==> config.mk <==
export PLATFORM = sky130hd
export DESIGN_NAME = flash_write_erase_lock_key
export DESIGN_NICKNAME = d
export VERILOG_FILES = /design/src/include/flash_pkg.sv /design/src/external_move_instruction_router.sv /design/src/flash_write_erase_lock_key.sv /design/src/key_lock_fsm.sv
export VERILOG_INCLUDE_DIRS = /design/src /design/src/include
export SDC_FILE = /design/constraint.sdc
export NUM_CORES = 1
export LEC_CHECK = 0
export BUFFER_PORTS_ARGS = -buffer_cell sky130_fd_sc_hd__buf_2
export CORE_UTILIZATION = 51
export DETAILED_ROUTE_END_ITERATION = 16
export GPL_TIMING_DRIVEN = 1
export MAX_ROUTING_LAYER = met4
export PLACE_DENSITY = 0.9
export REMOVE_ABC_BUFFERS = 1
export SLEW_MARGIN = 40
export SYNTH_ARGS = -nofsm -noshare
export SYNTH_HDL_FRONTEND = slang
export SYNTH_HIERARCHICAL = 1
export SYNTH_SLANG_ARGS = --single-unit
==> constraint.sdc <==
create_clock -name mclk -period 3.5 [get_ports mclk]
set_clock_uncertainty 0.15 [all_clocks]
set_input_delay 0 -clock mclk [delete_from_list [all_inputs] [get_ports mclk]]
set_output_delay 0 -clock mclk [all_outputs]
set_load 0.01 [all_outputs]
==> src/include/flash_defs.svh <==
// constants for the flash write/erase lock-and-key block
`ifndef FLASH_DEFS_SVH
`define FLASH_DEFS_SVH

// ==========================================================
// special function register addresses
`define PSC_ADDR            8'h8F
`define KEY_ADDR            8'hB7

// ==========================================================
// program_store_control fields and reset
`define PSC_WE_BIT          0
`define PSC_EE_BIT          1
`define PSC_RESET           8'h00

// ==========================================================
// flash_lock_key codes and reset
`define KEY_FIRST           8'hA5
`define KEY_SECOND          8'hF1
`define KEY_RESET           8'h00

// ==========================================================
// flash geometry: low address bits that select a byte in a page
`define PAGE_BITS           9
`define ERASED_BYTE         8'hFF

`endif

==> src/include/flash_pkg.sv <==
// types and shared helpers of the flash lock-and-key block
`default_nettype none
`include "flash_defs.svh"

package flash_pkg;

  // ==========================================================
  // lock state, binary codes as seen in the key register
  typedef enum logic [1:0] {
    LOCK_LOCKED   = 2'b00,  // writes and erases refused
    LOCK_KEY_ONE  = 2'b01,  // first key code seen
    LOCK_OPEN     = 2'b10,  // one operation allowed
    LOCK_DISABLED = 2'b11   // refused until reset
  } lock_state_t;

  typedef logic [15:0] xaddr_t;

  // ==========================================================
  // base address of the page holding an address
  function automatic xaddr_t pageBase(input xaddr_t addr);
    pageBase = {addr[15:`PAGE_BITS], {`PAGE_BITS{1'b0}}};
  endfunction

endpackage

`default_nettype wire

==> src/external_move_instruction_router.sv <==
// steers external-move writes to flash program, page erase or data memory
`default_nettype none
`include "flash_defs.svh"

module external_move_instruction_router (
  // control bits
  input  wire logic                 writeEnable,
  input  wire logic                 eraseEnable,
  // external-move write
  input  wire logic                 movxWrite,
  input  wire flash_pkg::xaddr_t    movxAddr,
  input  wire logic [7:0]           movxData,
  // routed results
  output logic                      toFlash,
  output logic                      toErase,
  output logic                      toData,
  output flash_pkg::xaddr_t         flashAddr,
  output logic [7:0]                flashData
);

  // ==========================================================
  // routing decode
  assign toFlash   = movxWrite && writeEnable;
  assign toData    = movxWrite && !writeEnable;
  assign toErase   = toFlash && eraseEnable;
  // an erase works on the whole page and drops the data byte
  assign flashAddr = eraseEnable ? flash_pkg::pageBase(movxAddr) : movxAddr;
  assign flashData = eraseEnable ? `ERASED_BYTE : movxData;

endmodule // external_move_instruction_router

`default_nettype wire

==> src/flash_write_erase_lock_key.sv <==
// top of the flash write/erase lock-and-key control block
// external_move_instruction_router steers each external-move write,
// key_lock_fsm judges each flash write made with a good supply against the key codes,
// and this level registers every strobe.
// a supply fault raises the error reset and
// leaves the lock as it was.
`default_nettype none
`include "flash_defs.svh"

module flash_write_erase_lock_key (
  // clock and reset
  input  wire logic                 mclk,
  input  wire logic                 resetn,

  // special function register port of the cpu core
  // one-cycle strobes, no wait states
  input  wire logic [7:0]           sfrAddr,
  input  wire logic                 sfrWrite,
  input  wire logic                 sfrRead,
  input  wire logic [7:0]           sfrWdata,
  output logic [7:0]                sfrRdata,

  // external-move write from the cpu core
  // one-cycle strobe with its operands
  input  wire logic                 movxWrite,
  input  wire flash_pkg::xaddr_t    movxAddr,
  input  wire logic [7:0]           movxData,

  // supply monitor status
  // both high for any flash operation
  input  wire logic                 supplyMonEnabled,
  input  wire logic                 supplyMonIsResetSource,

  // flash array
  // strobes out, done pulse back
  input  wire logic                 flashDone,
  output logic                      flashProgram,
  output logic                      flashErase,
  output flash_pkg::xaddr_t         flashAddr,
  output logic [7:0]                flashData,

  // external data memory
  // used while flash writes are off
  output logic                      xramWrite,
  output flash_pkg::xaddr_t         xramAddr,
  output logic [7:0]                xramData,

  // reset request and status
  // status is for polling only
  output logic                      flashErrorReset,
  output logic [1:0]                lockState,
  output logic                      flashBusy
);

  // ==========================================================
  // declarations

  // reset image, named so its bits can be picked
  localparam logic [7:0] pscReset = `PSC_RESET;

  // program_store_control storage, only the two live bits
  // reserved bits have no storage
  logic                   writeEnable_q;     // store_write_enable
  logic                   writeEnable_d;
  logic                   eraseEnable_q;     // page_erase_enable
  logic                   eraseEnable_d;

  // register port decode
  logic                   selPsc;            // address hits program_store_control
  logic                   selKey;            // address hits flash_lock_key
  logic                   pscWrite;          // write strobe for control register
  logic                   keyWrite;          // write strobe for key register
  logic [7:0]             pscReadValue;      // control register as read
  logic [7:0]             keyReadValue;      // key register as read
  logic [7:0]             readMux;           // selected read data
  logic [7:0]             sfrRdata_q;        // registered read data
  logic [7:0]             sfrRdata_d;

  // routing results
  // meaningful in a write cycle only
  logic                   routeFlash;        // write aims at flash
  logic                   routeErase;        // write aims at a page erase
  logic                   routeData;         // write aims at data memory
  flash_pkg::xaddr_t      routeAddr;         // flash address or page base
  logic [7:0]             routeData8;        // byte to program

  // lock machine interface
  // single-cycle events but the state and supplyOk
  flash_pkg::lock_state_t state;             // current lock state
  logic                   supplyOk;          // monitor on and used as reset source
  logic                   attempt;           // attempt that the lock machine judges
  logic                   grant;             // operation may start
  logic                   opDone;            // running operation finished

  // operation tracking
  logic                   opBusy_q;          // flash operation in flight
  logic                   opBusy_d;

  // registered outputs
  // one flop per pin, next value beside the address, data and error reset flops
  logic                   flashProgram_q;
  logic                   flashErase_q;
  flash_pkg::xaddr_t      flashAddr_q;
  flash_pkg::xaddr_t      flashAddr_d;
  logic [7:0]             flashData_q;
  logic [7:0]             flashData_d;
  logic                   xramWrite_q;
  flash_pkg::xaddr_t      xramAddr_q;
  flash_pkg::xaddr_t      xramAddr_d;
  logic [7:0]             xramData_q;
  logic [7:0]             xramData_d;
  logic                   errReset_q;
  logic                   errReset_d;
  logic [1:0]             lockState_q;

  // ==========================================================
  // register port decode
  assign selPsc   = (sfrAddr == `PSC_ADDR);
  assign selKey   = (sfrAddr == `KEY_ADDR);
  assign pscWrite = sfrWrite && selPsc;
  assign keyWrite = sfrWrite && selKey;
  // other addresses fall through unseen

  // reserved bits of the control register are not stored
  // and read back as zero
  assign pscReadValue = {6'h00, eraseEnable_q, writeEnable_q};
  // the key register shows the lock state, not the last code written
  assign keyReadValue = {6'h00, state};

  // unmapped addresses read as zero
  // rather than stale bus data
  assign readMux = selPsc ? pscReadValue :
                   selKey ? keyReadValue : 8'h00;

  // a key read shows the state before a same-cycle key write
  // read data is held until the next read, so a slow core may sample late
  assign sfrRdata_d = sfrRead ? readMux : sfrRdata_q;

  // ==========================================================
  // control register next value
  // nothing but a register write sets them
  // both bits stay set until firmware clears them; an operation
  // does not clear them, only the lock state closes again
  // bits 7:2 of the written byte are dropped
  assign writeEnable_d = pscWrite ? sfrWdata[`PSC_WE_BIT] : writeEnable_q;
  assign eraseEnable_d = pscWrite ? sfrWdata[`PSC_EE_BIT] : eraseEnable_q;

  // ==========================================================
  // control register storage
  // reset leaves flash writes blocked
  always_ff @(posedge mclk or negedge resetn) begin
    if (!resetn) begin
      // both bits start cleared
      writeEnable_q <= pscReset[`PSC_WE_BIT];
      eraseEnable_q <= pscReset[`PSC_EE_BIT];
    end else begin
      // held unless the register is written
      writeEnable_q <= writeEnable_d;
      eraseEnable_q <= eraseEnable_d;
    end
  end

  // ==========================================================
  // external-move routing
  // write enable picks the target
  // combinational; results are registered
  external_move_instruction_router u_router (
    .writeEnable (writeEnable_q),
    .eraseEnable (eraseEnable_q),
    .movxWrite   (movxWrite),
    .movxAddr    (movxAddr),
    .movxData    (movxData),
    .toFlash     (routeFlash),
    .toErase     (routeErase),
    .toData      (routeData),
    .flashAddr   (routeAddr),
    .flashData   (routeData8)
  );

  // ==========================================================
  // lock decisions
  // the lock sees judged attempts only
  // a bad supply monitor set-up resets the device instead of
  // touching the lock, so such an attempt is kept away from it
  assign supplyOk = supplyMonEnabled && supplyMonIsResetSource;
  // a good supply is needed to be judged
  assign attempt  = routeFlash && supplyOk;
  // one operation at a time; the array must report done first
  // and both key codes must have been seen
  assign grant    = attempt && (state == flash_pkg::LOCK_OPEN) && !opBusy_q;
  // a done pulse while idle is ignored
  assign opDone   = flashDone && opBusy_q;
  // raised whatever the lock state is
  assign errReset_d = routeFlash && !supplyOk;

  // key codes, relock and permanent lock
  key_lock_fsm u_lock (
    .mclk     (mclk),
    .resetn   (resetn),
    .keyWrite (keyWrite),
    .keyData  (sfrWdata),
    .attempt  (attempt),
    .busy     (opBusy_q),
    .opDone   (opDone),
    .state    (state)
  );

  // ==========================================================
  // operation tracking: busy from grant until the array reports done
  // grant needs idle, done needs busy
  assign opBusy_d = grant ? 1'b1 : (opDone ? 1'b0 : opBusy_q);

  // ==========================================================
  // next values of the address and data outputs
  // they hold their last value between strobes
  // data memory operands follow each data write
  assign flashAddr_d = grant ? routeAddr : flashAddr_q;
  assign flashData_d = grant ? routeData8 : flashData_q;
  assign xramAddr_d  = routeData ? movxAddr : xramAddr_q;
  assign xramData_d  = routeData ? movxData : xramData_q;

  // ==========================================================
  // operation strobes and tracking registers
  // strobes are one-cycle pulses
  always_ff @(posedge mclk or negedge resetn) begin
    if (!resetn) begin
      // nothing runs after reset
      flashProgram_q <= 1'b0;
      flashErase_q   <= 1'b0;
      xramWrite_q    <= 1'b0;
      errReset_q     <= 1'b0;
      opBusy_q       <= 1'b0;
    end else begin
      // a grant programs unless erase is set
      flashProgram_q <= grant && !routeErase;
      flashErase_q   <= grant && routeErase;
      xramWrite_q    <= routeData;
      errReset_q     <= errReset_d;
      opBusy_q       <= opBusy_d;
    end
  end

  // ==========================================================
  // address, data and status registers
  // operands stay put while the array works
  always_ff @(posedge mclk or negedge resetn) begin
    if (!resetn) begin
      // operands and read data start at zero
      flashAddr_q <= 16'h0000;
      flashData_q <= 8'h00;
      xramAddr_q  <= 16'h0000;
      xramData_q  <= 8'h00;
      sfrRdata_q  <= 8'h00;
      lockState_q <= 2'h0;
    end else begin
      // status trails the lock by one cycle
      flashAddr_q <= flashAddr_d;
      flashData_q <= flashData_d;
      xramAddr_q  <= xramAddr_d;
      xramData_q  <= xramData_d;
      sfrRdata_q  <= sfrRdata_d;
      lockState_q <= state;
    end
  end

  // ==========================================================
  // outputs, all straight from flip-flops
  // so no pin glitches on a decode
  assign sfrRdata        = sfrRdata_q;
  assign flashProgram    = flashProgram_q;
  assign flashErase      = flashErase_q;
  assign flashAddr       = flashAddr_q;
  assign flashData       = flashData_q;
  assign xramWrite       = xramWrite_q;
  assign xramAddr        = xramAddr_q;
  assign xramData        = xramData_q;
  assign flashErrorReset = errReset_q;
  assign lockState       = lockState_q;
  // firmware may poll busy for the end
  assign flashBusy       = opBusy_q;

endmodule // flash_write_erase_lock_key

`default_nettype wire

==> src/key_lock_fsm.sv <==
// lock-and-key state machine for flash writes and erases
`default_nettype none
`include "flash_defs.svh"

module key_lock_fsm (
  // clock and reset
  input  wire logic                 mclk,
  input  wire logic                 resetn,
  // key register writes
  input  wire logic                 keyWrite,
  input  wire logic [7:0]           keyData,
  // flash operation events
  input  wire logic                 attempt,
  input  wire logic                 busy,
  input  wire logic                 opDone,
  // current state
  output var  flash_pkg::lock_state_t state
);

  flash_pkg::lock_state_t state_q;  // current lock state
  flash_pkg::lock_state_t state_d;  // next lock state

  // ==========================================================
  // next state
  always_comb begin
    state_d = state_q;
    unique case (state_q)
      flash_pkg::LOCK_LOCKED: begin
        if (attempt) begin
          state_d = flash_pkg::LOCK_DISABLED;
        end else if (keyWrite) begin
          // any code but the first one locks for good
          state_d = (keyData == `KEY_FIRST) ? flash_pkg::LOCK_KEY_ONE
                                            : flash_pkg::LOCK_DISABLED;
        end
      end
      flash_pkg::LOCK_KEY_ONE: begin
        if (attempt) begin
          state_d = flash_pkg::LOCK_DISABLED;
        end else if (keyWrite) begin
          state_d = (keyData == `KEY_SECOND) ? flash_pkg::LOCK_OPEN
                                             : flash_pkg::LOCK_DISABLED;
        end
      end
      flash_pkg::LOCK_OPEN: begin
        // a second attempt while the first is still running is refused
        if (attempt && busy) begin
          state_d = flash_pkg::LOCK_DISABLED;
        end else if (keyWrite) begin
          state_d = flash_pkg::LOCK_DISABLED;
        end else if (opDone) begin
          state_d = flash_pkg::LOCK_LOCKED;
        end
      end
      flash_pkg::LOCK_DISABLED: begin
        state_d = flash_pkg::LOCK_DISABLED;    // only reset leaves
      end
    endcase
  end

  // ==========================================================
  // state register
  always_ff @(posedge mclk or negedge resetn) begin
    if (!resetn) begin
      state_q <= flash_pkg::LOCK_LOCKED;
    end else begin
      state_q <= state_d;
    end
  end

  assign state = state_q;

endmodule // key_lock_fsm

`default_nettype wire

* Yosys cells after proc, flatten, opt, wreduce, memory -nomap -nowiden
Index checks and enable logic that the tools add are counted.
** Word-level totals
- Bits in registers :: 67
- Bits of input ports :: 48
- Output and inout bits :: 63
- Word-level logic and storage cells :: 61
** Cells by class
- Equal/unequal tests :: 10
- Muxes and demuxes :: 16
- Reduce and logical (&&, ||, !) cells :: 21
** Operators by type and width (number)
- $eq A8 B8 Y1 const B :: 4
- $mux W2 :: 10
- $logic_and A1 B1 Y1 :: 14
- $mux W9 :: 1
- $mux W8 :: 1
- $pmux W2 S4 :: 1
- $ne A3 B3 Y1 const B :: 2
- $eq A2 B2 Y1 const B :: 2
- $logic_not A1 Y1 :: 4
- $ne A4 B3 Y1 const B :: 1
- $mux W1 :: 3
- $reduce_and A3 Y1 :: 1
- $eq A2 B1 Y1 const B :: 1
- $logic_not A2 Y1 :: 1
- $reduce_bool A2 Y1 :: 1

* Longest topological paths before layout
Gate-level depths: netlist of the first run.
- Depth in word-level cells :: 5
- Depth in mapped cells :: 6
- Gate-level depth less buffers :: 6

* By module
Netlist of the first run, hierarchy kept.
** By module, submodules not included
- flash_write_erase_lock_key :: instances 1, cells each 146, area an instance 2348.5 sq um, sequential area each 1476.4 sq um
- external_move_instruction_router :: instances 1, cells each 28, area an instance 198.9 sq um, sequential area each 0.0 sq um
- key_lock_fsm :: instances 1, cells each 16, area an instance 152.6 sq um, sequential area each 50.0 sq um

* Least setup slack after synthesis of the first run
Ideal clock, no wire load.
- Kind :: flip-flop to flip-flop
- From :: reg writeEnable_q
- To :: reg flashAddr_q[10], in the netlist flashAddr[10]
- Setup time :: 125 ps
- Arrival time :: 1308 ps
- Data required time :: 3225 ps
- Setup slack :: 1917 ps
- Stages on the path, launching flop included :: 6
- Buffers on the path :: 1
- Period minus slack after synthesis :: 1583 ps
- Cell sequence :: dfrtp_1 -> and2_1 -> and3_4 -> nand3_4 -> buf_6 -> mux2_4
** Between the ends
- Cells in the longest elaborated chain, start to end :: 4
** Ends and longest elaborated chain
- start: declaration :: RTL line flash_write_erase_lock_key.sv:63 : logic writeEnable_q;
- start signal: assignment :: RTL line flash_write_erase_lock_key.sv:154 : writeEnable_q <= pscReset[`PSC_WE_BIT];
- start signal: assignment :: RTL line flash_write_erase_lock_key.sv:158 : writeEnable_q <= writeEnable_d;
- $logic_and A1 B1 Y1 :: RTL line external_move_instruction_router.sv:23 : assign toFlash = movxWrite && writeEnable;
- named net routeFlash :: RTL line flash_write_erase_lock_key.sv:81 : logic routeFlash;
- $logic_and A1 B1 Y1 :: RTL line flash_write_erase_lock_key.sv:187 : assign attempt = routeFlash && supplyOk;
- named net attempt :: RTL line flash_write_erase_lock_key.sv:91 : logic attempt;
- $logic_and A1 B1 Y1 (2 in series) :: RTL line flash_write_erase_lock_key.sv:190 : assign grant = attempt && (state == flash_pkg::LOCK_OPEN) && !opBusy_q;
- end signal: assignment :: RTL line flash_write_erase_lock_key.sv:257 : flashAddr_q <= flashAddr_d;
- end: declaration :: RTL line flash_write_erase_lock_key.sv:103 : flash_pkg::xaddr_t flashAddr_q;
The timed path passes the listed nets, and every way through them passes these cells.
A chain may end at the register's enable or synchronous reset.

* Worst setup path after layout of the first run
- From :: reg u_lock.state_q[0], in the netlist u_lock/state[0]
- To :: reg u_lock.state_q[1], in the netlist u_lock/state[1]
** Between the ends
- Cells in the longest elaborated chain, start to end :: 3
- Elaborated cells on any way between the ends :: 9
- Classes of those cells :: eq/ne (6); mux (1); reduce/logical (2)
** Ends and longest elaborated chain
- start: declaration :: RTL line key_lock_fsm.sv:20 : flash_pkg::lock_state_t state_q;
- start signal: assignment :: RTL line key_lock_fsm.sv:65 : state_q <= flash_pkg::LOCK_LOCKED;
- start signal: assignment :: RTL line key_lock_fsm.sv:67 : state_q <= state_d;
- $eq A2 B2 Y1 (tied with other cells) :: RTL line key_lock_fsm.sv:27 : unique case (state_q)
- $ne A4 B3 Y1 (no line) / $ne A3 B3 Y1 (equally long branches)
- $reduce_and A3 Y1 (no line)
Several ways; a longest one is shown, not always the timed one.

==> metrics.txt, run 1 <==
busiest grt layer met2; crit-path max FO 7; crit path DAT 2.61 ns; Avg Inst Size Synth 14.21 sq um; port bufs 104; ant diodes 0; Worst EP required 3.55 ns; Initial Util 0.5287; Die Height 74.76 um; overall routing resource usage 0.2428; slowest CP cell dlygate4sd3_1; total vias in the final route 2032; Post-Place Cells 352; worst path bufs/invs 2; Synth Cell Area 0.002700 sq mm; layout cells sized above 1 0.5175; outcome finished clean; Slew @ Worst Pin 0.6328 ns; Reg clk slew, reported paths 0.07 ns; RSZ-0062 raised after global routing no; num rows 26; period utilization 0.7320; die area 0.005589 sq mm; CTS max path bufs 2; clock network power share 0.383; Detailed Route WL 6.252 mm; Worst setup EP type register; NetSw 0.0004171 W; setup_tns 0 ns; crit path cell chain or4b_1, dlygate4sd3_1, nor3_2, dlygate4sd3_1, o21ai_1; Clock Sinks 61; Yosys Warn Count 6; DRT iter0 DRCs 71; Rel. slew slack 0.5781; antenna viol nets, final 0; fin. max-slew vios 0; die width 74.76 um; root buf cell clkbuf_8; vias in the first global route 2085; Seq pwr share 0.477; htree depth 3; MaxCap Viol Count 0; Power Density 426.8 mW/mm^2; setup violators final 0; core area 0.005107 sq mm; RD Place Congestion 0.8854; CP peak stage delay 0.59 ns; DRC viols 0; most frequent CP cell dlygate4sd3_1; clk_lat worst skew 0.34 ns; met1 Track Usage GR 0.2513; wire per inst 15.17 um; Layout area overhead 42.21%; Static Leak 2.041 nW; M3 GR Usage 0.04685; Total Nets Final 385; Fillers 350; CTS Buf Count 9; Final Hold Viols 0; Worst setup SP type register; Logic pwr share 0.139; post_cts resized 0; IO Count 111; synthesized flop and latch total 61; M2 GR Usage 0.4174; fin crit period 2.562 ns; Avg Vias per Cell 4.932; Tightest Hold Check Type in -> async; cell count after synthesis 190; synth unique cells 35; total grt overflow 0; switch share 0.2545; Max rail drop VDD 0.3215 mV; antenna violations before repair 0; pin count of the biggest net entering global routing 34; WS Path Type reg -> reg; global-route wire length before repair 9.459 mm; fin cells 412; register area share after synthesis 0.5653; drt first pass iters 4; f_max 0.3903 GHz; family with the most delay on the worst path buffers and inverters; DP HPWL 3.844 mm; internal power 0.001222 W; CTS tree built
logic make-up (layout without fill, tap and decap cells):
kind of cell,Yosys count,count (layout),share of synthesized area
AOI/OAI and AO/OA,10,10,0.02224
buffers and inverters,25,172,0.06209
DFF,61,61,0.5653
muxes,50,50,0.2322
other,1,6,0.001389
and+or+nand+nor,43,43,0.1168
power by group through the flow:
stage	Sequential (W)	Clock, W	Combinational [W]
floorplan	0.000809	0	0.0000734
global placement	0.000791	0	0.000183
detailed placement	0.000795	0	0.000190
CTS	0.000782	0.000636	0.000226
global route	0.000788	0.000662	0.000249
finish	0.000782	0.000628	0.000228
per-layer routing:
metal / vias to the layer above / wire length [um] / part of all wire
met1: 986 / 2448 / 0.39
met4: 0 / 248 / 0.040
met3: 25 / 279 / 0.045
met2: 91 / 3274 / 0.52
met5: - / 0 / 0
li1: 930 / - / -
Yosys cell counts:
cell type / count / area (sq um)
dfrtp_1: 61 / 1526
mux2_2: 33 / 371.6
mux2_4: 17 / 255.2
buf_4: 13 / 97.59
or2_1: 9 / 56.30
and2b_1: 8 / 60.06
inv_1: 6 / 22.52
nor2_1: 4 / 15.01
buf_6: 3 / 33.78
nand3_1: 3 / 15.01
a22oi_1: 2 / 15.01
and2_1: 2 / 12.51
buf_2: 2 / 10.01
nor2b_1: 2 / 12.51
nor4_1: 2 / 12.51
o21ai_0: 2 / 10.01
o21ai_1: 2 / 10.01
o22ai_1: 2 / 12.51
a21boi_0: 1 / 7.510
a21oi_1: 1 / 5.000
and3_1: 1 / 6.260
and3_4: 1 / 11.26
and3b_1: 1 / 8.760
and4_1: 1 / 8.760
and4b_1: 1 / 10.01
clkbuf_1: 1 / 3.750
conb_1: 1 / 3.750
nand2_1: 1 / 3.750
nand2b_1: 1 / 6.260
nand3_4: 1 / 17.52
nand4b_4: 1 / 23.77
nor3_2: 1 / 10.01
nor3b_1: 1 / 7.510
or2b_1: 1 / 7.510
or4b_1: 1 / 10.01
through the flow:
stage          total power (W)  hold slack [ns]  instance area, sq um    util  setup WS, ns
3_3_place_gp         0.0009746         -0.09746                  3199  0.6264         1.684
3_5_place_dp         0.0009844         -0.08801                  3199  0.6264         1.598
5_1_grt               0.001699           0.1385                  3840  0.7518        0.9008
6_report              0.001639          0.06083                  3840  0.7518        0.9379
2_1_floorplan        0.0008825          -0.4456                  2574       -         1.294
4_1_cts               0.001643          0.06862                  3840  0.7518        0.9884
layout by cell type, fill, tap and decap left out, drive strengths merged, types with 2 or more instances in the layout:
| master | count |
|---|---|
| and2b | 8 |
| nor4 | 2 |
| o21ai | 4 |
| buf | 106 |
| clkinv | 2 |
| o22ai | 2 |
| a22oi | 2 |
| nor2 | 4 |
| dlygate4sd3 | 44 |
| clkinvlp | 3 |
| and3 | 2 |
| dfrtp | 61 |
| nor2b | 2 |
| and2 | 2 |
| clkbuf | 10 |
| nand3 | 4 |
| inv | 6 |
| conb | 6 |
| mux2 | 50 |
| or2 | 9 |
path summary, 6_finish.rpt:
check                                       startpoint                           to  slack (ns)  cells past startpoint
setup reg to reg           u_lock/state[0]$_DFFE_PN0P_  u_lock/state[1]$_DFFE_PN0P_        0.94                      5
hold reg to reg              flashAddr[11]$_DFFE_PN0P_    flashAddr[11]$_DFFE_PN0P_        0.35                      1
min in group mclk                            flashDone        flashBusy$_DFFE_PN0P_        0.26                      3
hold / removal                                  resetn      xramAddr[5]$_DFFE_PN0P_        0.06                      2
max in group asynchronous                       resetn     flashAddr[1]$_DFFE_PN0P_        2.28                      3
setup / recovery           u_lock/state[0]$_DFFE_PN0P_  u_lock/state[1]$_DFFE_PN0P_        0.94                      5
state kept, by name, indices dropped and copies added, names as in the netlist, 2 cells and up:
name and cells:
flashAddr 16, xramAddr 16, u_lock/state 2, lockState 2, xramData 8, flashData 8, sfrRdata 2
timing repair:
item,CTS,global route
setup buffers,0,0
hold buffers,44,0
endpoints found under the hold margin,86,0
layout make-up:
class / instances / area, sq um / area share
Multi-Input combinational cell: 109 / 1027 / 0.2675
Inverter: 6 / 22.52 / 0.005865
Timing Repair Buffer: 150 / 975.9 / 0.2542
Sequential cell: 61 / 1526 / 0.3975
Clock inverter: 6 / 62.56 / 0.01629
Tap cell: 70 / 87.58 / 0.02281
Clock buffer: 10 / 137.6 / 0.03584
No activity file was read; power rests on OpenSTA's default activity.
==> run 2, diff against run 1 <==
--- a/config.mk
+++ b/config.mk
@@ -6,12 +6,13 @@
 export SDC_FILE = /design/constraint.sdc
 export NUM_CORES = 1
 export LEC_CHECK = 0
+export ABC_AREA = 1
 export BUFFER_PORTS_ARGS = -buffer_cell sky130_fd_sc_hd__buf_2
-export CORE_UTILIZATION = 51
+export CORE_UTILIZATION = 48
 export DETAILED_ROUTE_END_ITERATION = 16
 export GPL_TIMING_DRIVEN = 1
 export MAX_ROUTING_LAYER = met4
-export PLACE_DENSITY = 0.9
+export PLACE_DENSITY = 0.85
 export REMOVE_ABC_BUFFERS = 1
 export SLEW_MARGIN = 40
 export SYNTH_ARGS = -nofsm -noshare
==> constraint.sdc (replaced) <==
create_clock -name mclk -period 2.7 [get_ports mclk]
set_clock_uncertainty 0.15 [all_clocks]
set_input_delay 0 -clock mclk [delete_from_list [all_inputs] [get_ports mclk]]
set_output_delay 0 -clock mclk [all_outputs]
set_load 0.01 [all_outputs]
==> run 2 against run 1 <==
Compared with the run above: hold slack got worse by 0.023 ns; routed wire length up 8.0%; setup slack got worse by 0.39 ns; critical path depth is 4 higher; largest cell class unchanged; critical endpoint is now eraseEnable_q$_DFFE_PN0P_.
==> metrics.txt, run 2 <==
Initial Util 0.5014; period utilization 0.7982; global-route wire length before repair 11.14 mm; Total Nets Final 496; f_max 0.4640 GHz; most frequent cells after synthesis nand2_1, dfrtp_1, inv_1; RSZ-0062 raised after global routing no; vias in the first global route 2510; Rel. slew slack 0.5646; CTS max path bufs 2; Static Leak 2.250 nW; Post-synth EDFFs 0; cell count after synthesis 295; core area 0.005540 sq mm; synthesized flop and latch total 61; compound-gate portion of the synthesized area 0.01757; largest cells by area after synthesis dfrtp_1, nand2_1, mux2_2; Post-Synth XOR/XNOR Area 0; htree depth 3; IO Count 111; family with the most delay on the worst path buffers and inverters; total grt overflow 0; overall routing resource usage 0.2489; Worst setup SP type input pin; RD Place Congestion 0.7221; Synth Flop Type dfrtp_1; synth unique cells 23; root buf cell clkbuf_8; most frequent CP cell dlygate4sd3_1; setup_tns 0 ns; DP HPWL 4.235 mm; Die Height 78.07 um; CTS Buf Count 9; CP peak stage delay 0.56 ns; slowest CP cell dlygate4sd3_1; die area 0.006095 sq mm; DRC viols 0; Layout area overhead 44.32%; Worst setup EP type register; Avg Vias per Cell 4.730; crit-path max FO 4; Max rail drop VDD 0.2978 mV; MaxCap Viol Count 0; Yosys Warn Count 6; Synth top area share 0.5495; Avg Inst Size Synth 9.416 sq um; ys async rst share 1.000; mux cell area share after synthesis 0.09730; fin crit period 2.155 ns; WS Path Type in -> reg; crit path DAT 2.21 ns; outcome finished clean; fin. max-slew vios 0; Post-Synth Simple-Gate Area 0.2239; most common cell after layout, fill and taps aside buf_2; clk_lat worst skew 0.32 ns; drt first pass iters 4; Post-Place Cells 459; total vias in the final route 2483; Clock Sinks 61; worst path bufs/invs 4; pin count of the biggest net entering global routing 29; num rows 27; antenna viol nets, final 0; Detailed Route WL 6.753 mm; register area share after synthesis 0.5495; Tightest Hold Check Type in -> reg; DRT iter0 DRCs 155; Final Hold Viols 0; Worst EP required 2.75 ns; Synth Area in Adders 0; Reg clk slew, reported paths 0.07 ns; most frequent cells in the layout buf_2, nand2_1, dfrtp_1; fin cells 525; ant diodes 0; layout cells sized above 1 0.3488; top-count cell post-synth nand2_1; antenna violations before repair 0; CTS tree built; wire per inst 12.86 um; die width 78.07 um; crit path cell chain dlygate4sd3_1, buf_2, nand2_1, dlygate4sd3_1, nor2_2, nand3_1, nand2_1, o21ai_0, dlygate4sd3_1; Power Density 594.4 mW/mm^2; Slew @ Worst Pin 0.6531 ns; largest family of logic cells by synthesized area simple AND/OR/NAND/NOR gates; top cell type by total area after synthesis dfrtp_1; port bufs 104; Synth Cell Area 0.002778 sq mm; setup violators final 0
run 2: changes by cell type in the layout (fill, tap and decap cells not counted), moves of 8 or more:
| cell | delta |
|---|---|
| nor2_1 | +15 |
| and2b_1 | -8 |
| nand2_1 | +101 |
| mux2_2 | -9 |
| inv_1 | +26 |
| mux2_4 | -17 |
run 2: through the flow:
step                instance area [sq um]  setup WS, ns    util  power, W  hold slack [ns]
floorplan                            2623        0.5582       -  0.001218          -0.4456
global placement                     3266         1.123  0.5894  0.001364          -0.1122
detailed placement                   3266         1.005  0.5894  0.001380          -0.1058
CTS                                  4016        0.1012  0.7249  0.002397          0.01223
global route                         4009        0.4900  0.7236  0.002494          0.03851
finish                               4009        0.5450  0.7236  0.002383          0.03819
run 2: report_power, final:
group | switching [W] | leakage (nW) | internal (W)
Clock | 0.000333 | 0.121 | 0.000638
Combinational | 0.000187 | 1.35 | 0.000177
Sequential | 0.0000558 | 0.784 | 0.000993
Total | 0.000575 | 2.25 | 0.00181
run 2: worst paths after layout:
kind | startpoint | to | slack [ns] | cells after the start
setup / recovery | sfrAddr[3] | eraseEnable_q$_DFFE_PN0P_ | 0.54 | 9
hold / removal | sfrWrite | u_lock/state[1]$_DFFE_PN0P_ | 0.04 | 4
setup reg to reg | writeEnable_q$_DFFE_PN0P_ | flashAddr[12]$_DFFE_PN0P_ | 0.63 | 7
max in group asynchronous | resetn | flashData[2]$_DFFE_PN0P_ | 1.57 | 3
hold reg to reg | flashAddr[3]$_DFFE_PN0P_ | flashAddr[3]$_DFFE_PN0P_ | 0.32 | 2
min in group asynchronous | resetn | xramAddr[0]$_DFFE_PN0P_ | 0.07 | 2
run 2: cell type report:
class / count / area, sq um
inverters: 34 / 132.6
clock inverters: 4 / 95.09
multi-input cells: 184 / 968.4
repair buffers: 158 / 1051
fillers: 393 / 1531
clock buffers: 12 / 145.1
flip-flops and latches: 61 / 1526
well taps: 72 / 90.09
run 2: kinds of logic after synthesis:
logic type | after synthesis
AND/OR/NAND/NOR | 146
AO/OA/AOI/OAI | 8
multiplexers | 24
buffers and inverters | 55
flip-flops | 61
other | 1
run 2: worst min-delay path, stage by stage:
cell and delay (ns):
buf_2 0.12, and3_1 0.23, nand2_1 0.09, nand2_1 0.04
run 2: layer usage:
layer | global-route usage | wire length (um) | vias up | share of wire
li1 | - | - | 1181 | -
met1 | 0.2668 | 2690 | 1172 | 0.40
met2 | 0.4395 | 3534 | 115 | 0.52
met3 | 0.04302 | 388 | 15 | 0.057
met4 | 0.1315 | 139 | 0 | 0.021
met5 | - | 0 | - | 0
run 2: what timing repair did:
item | CTS | global route
hold buffers | 51 | 0
endpoints found under the setup margin | 0 | 1
buffers inserted | 0 | 0
resized for setup | 0 | 1
endpoints found under the hold margin | 94 | 0
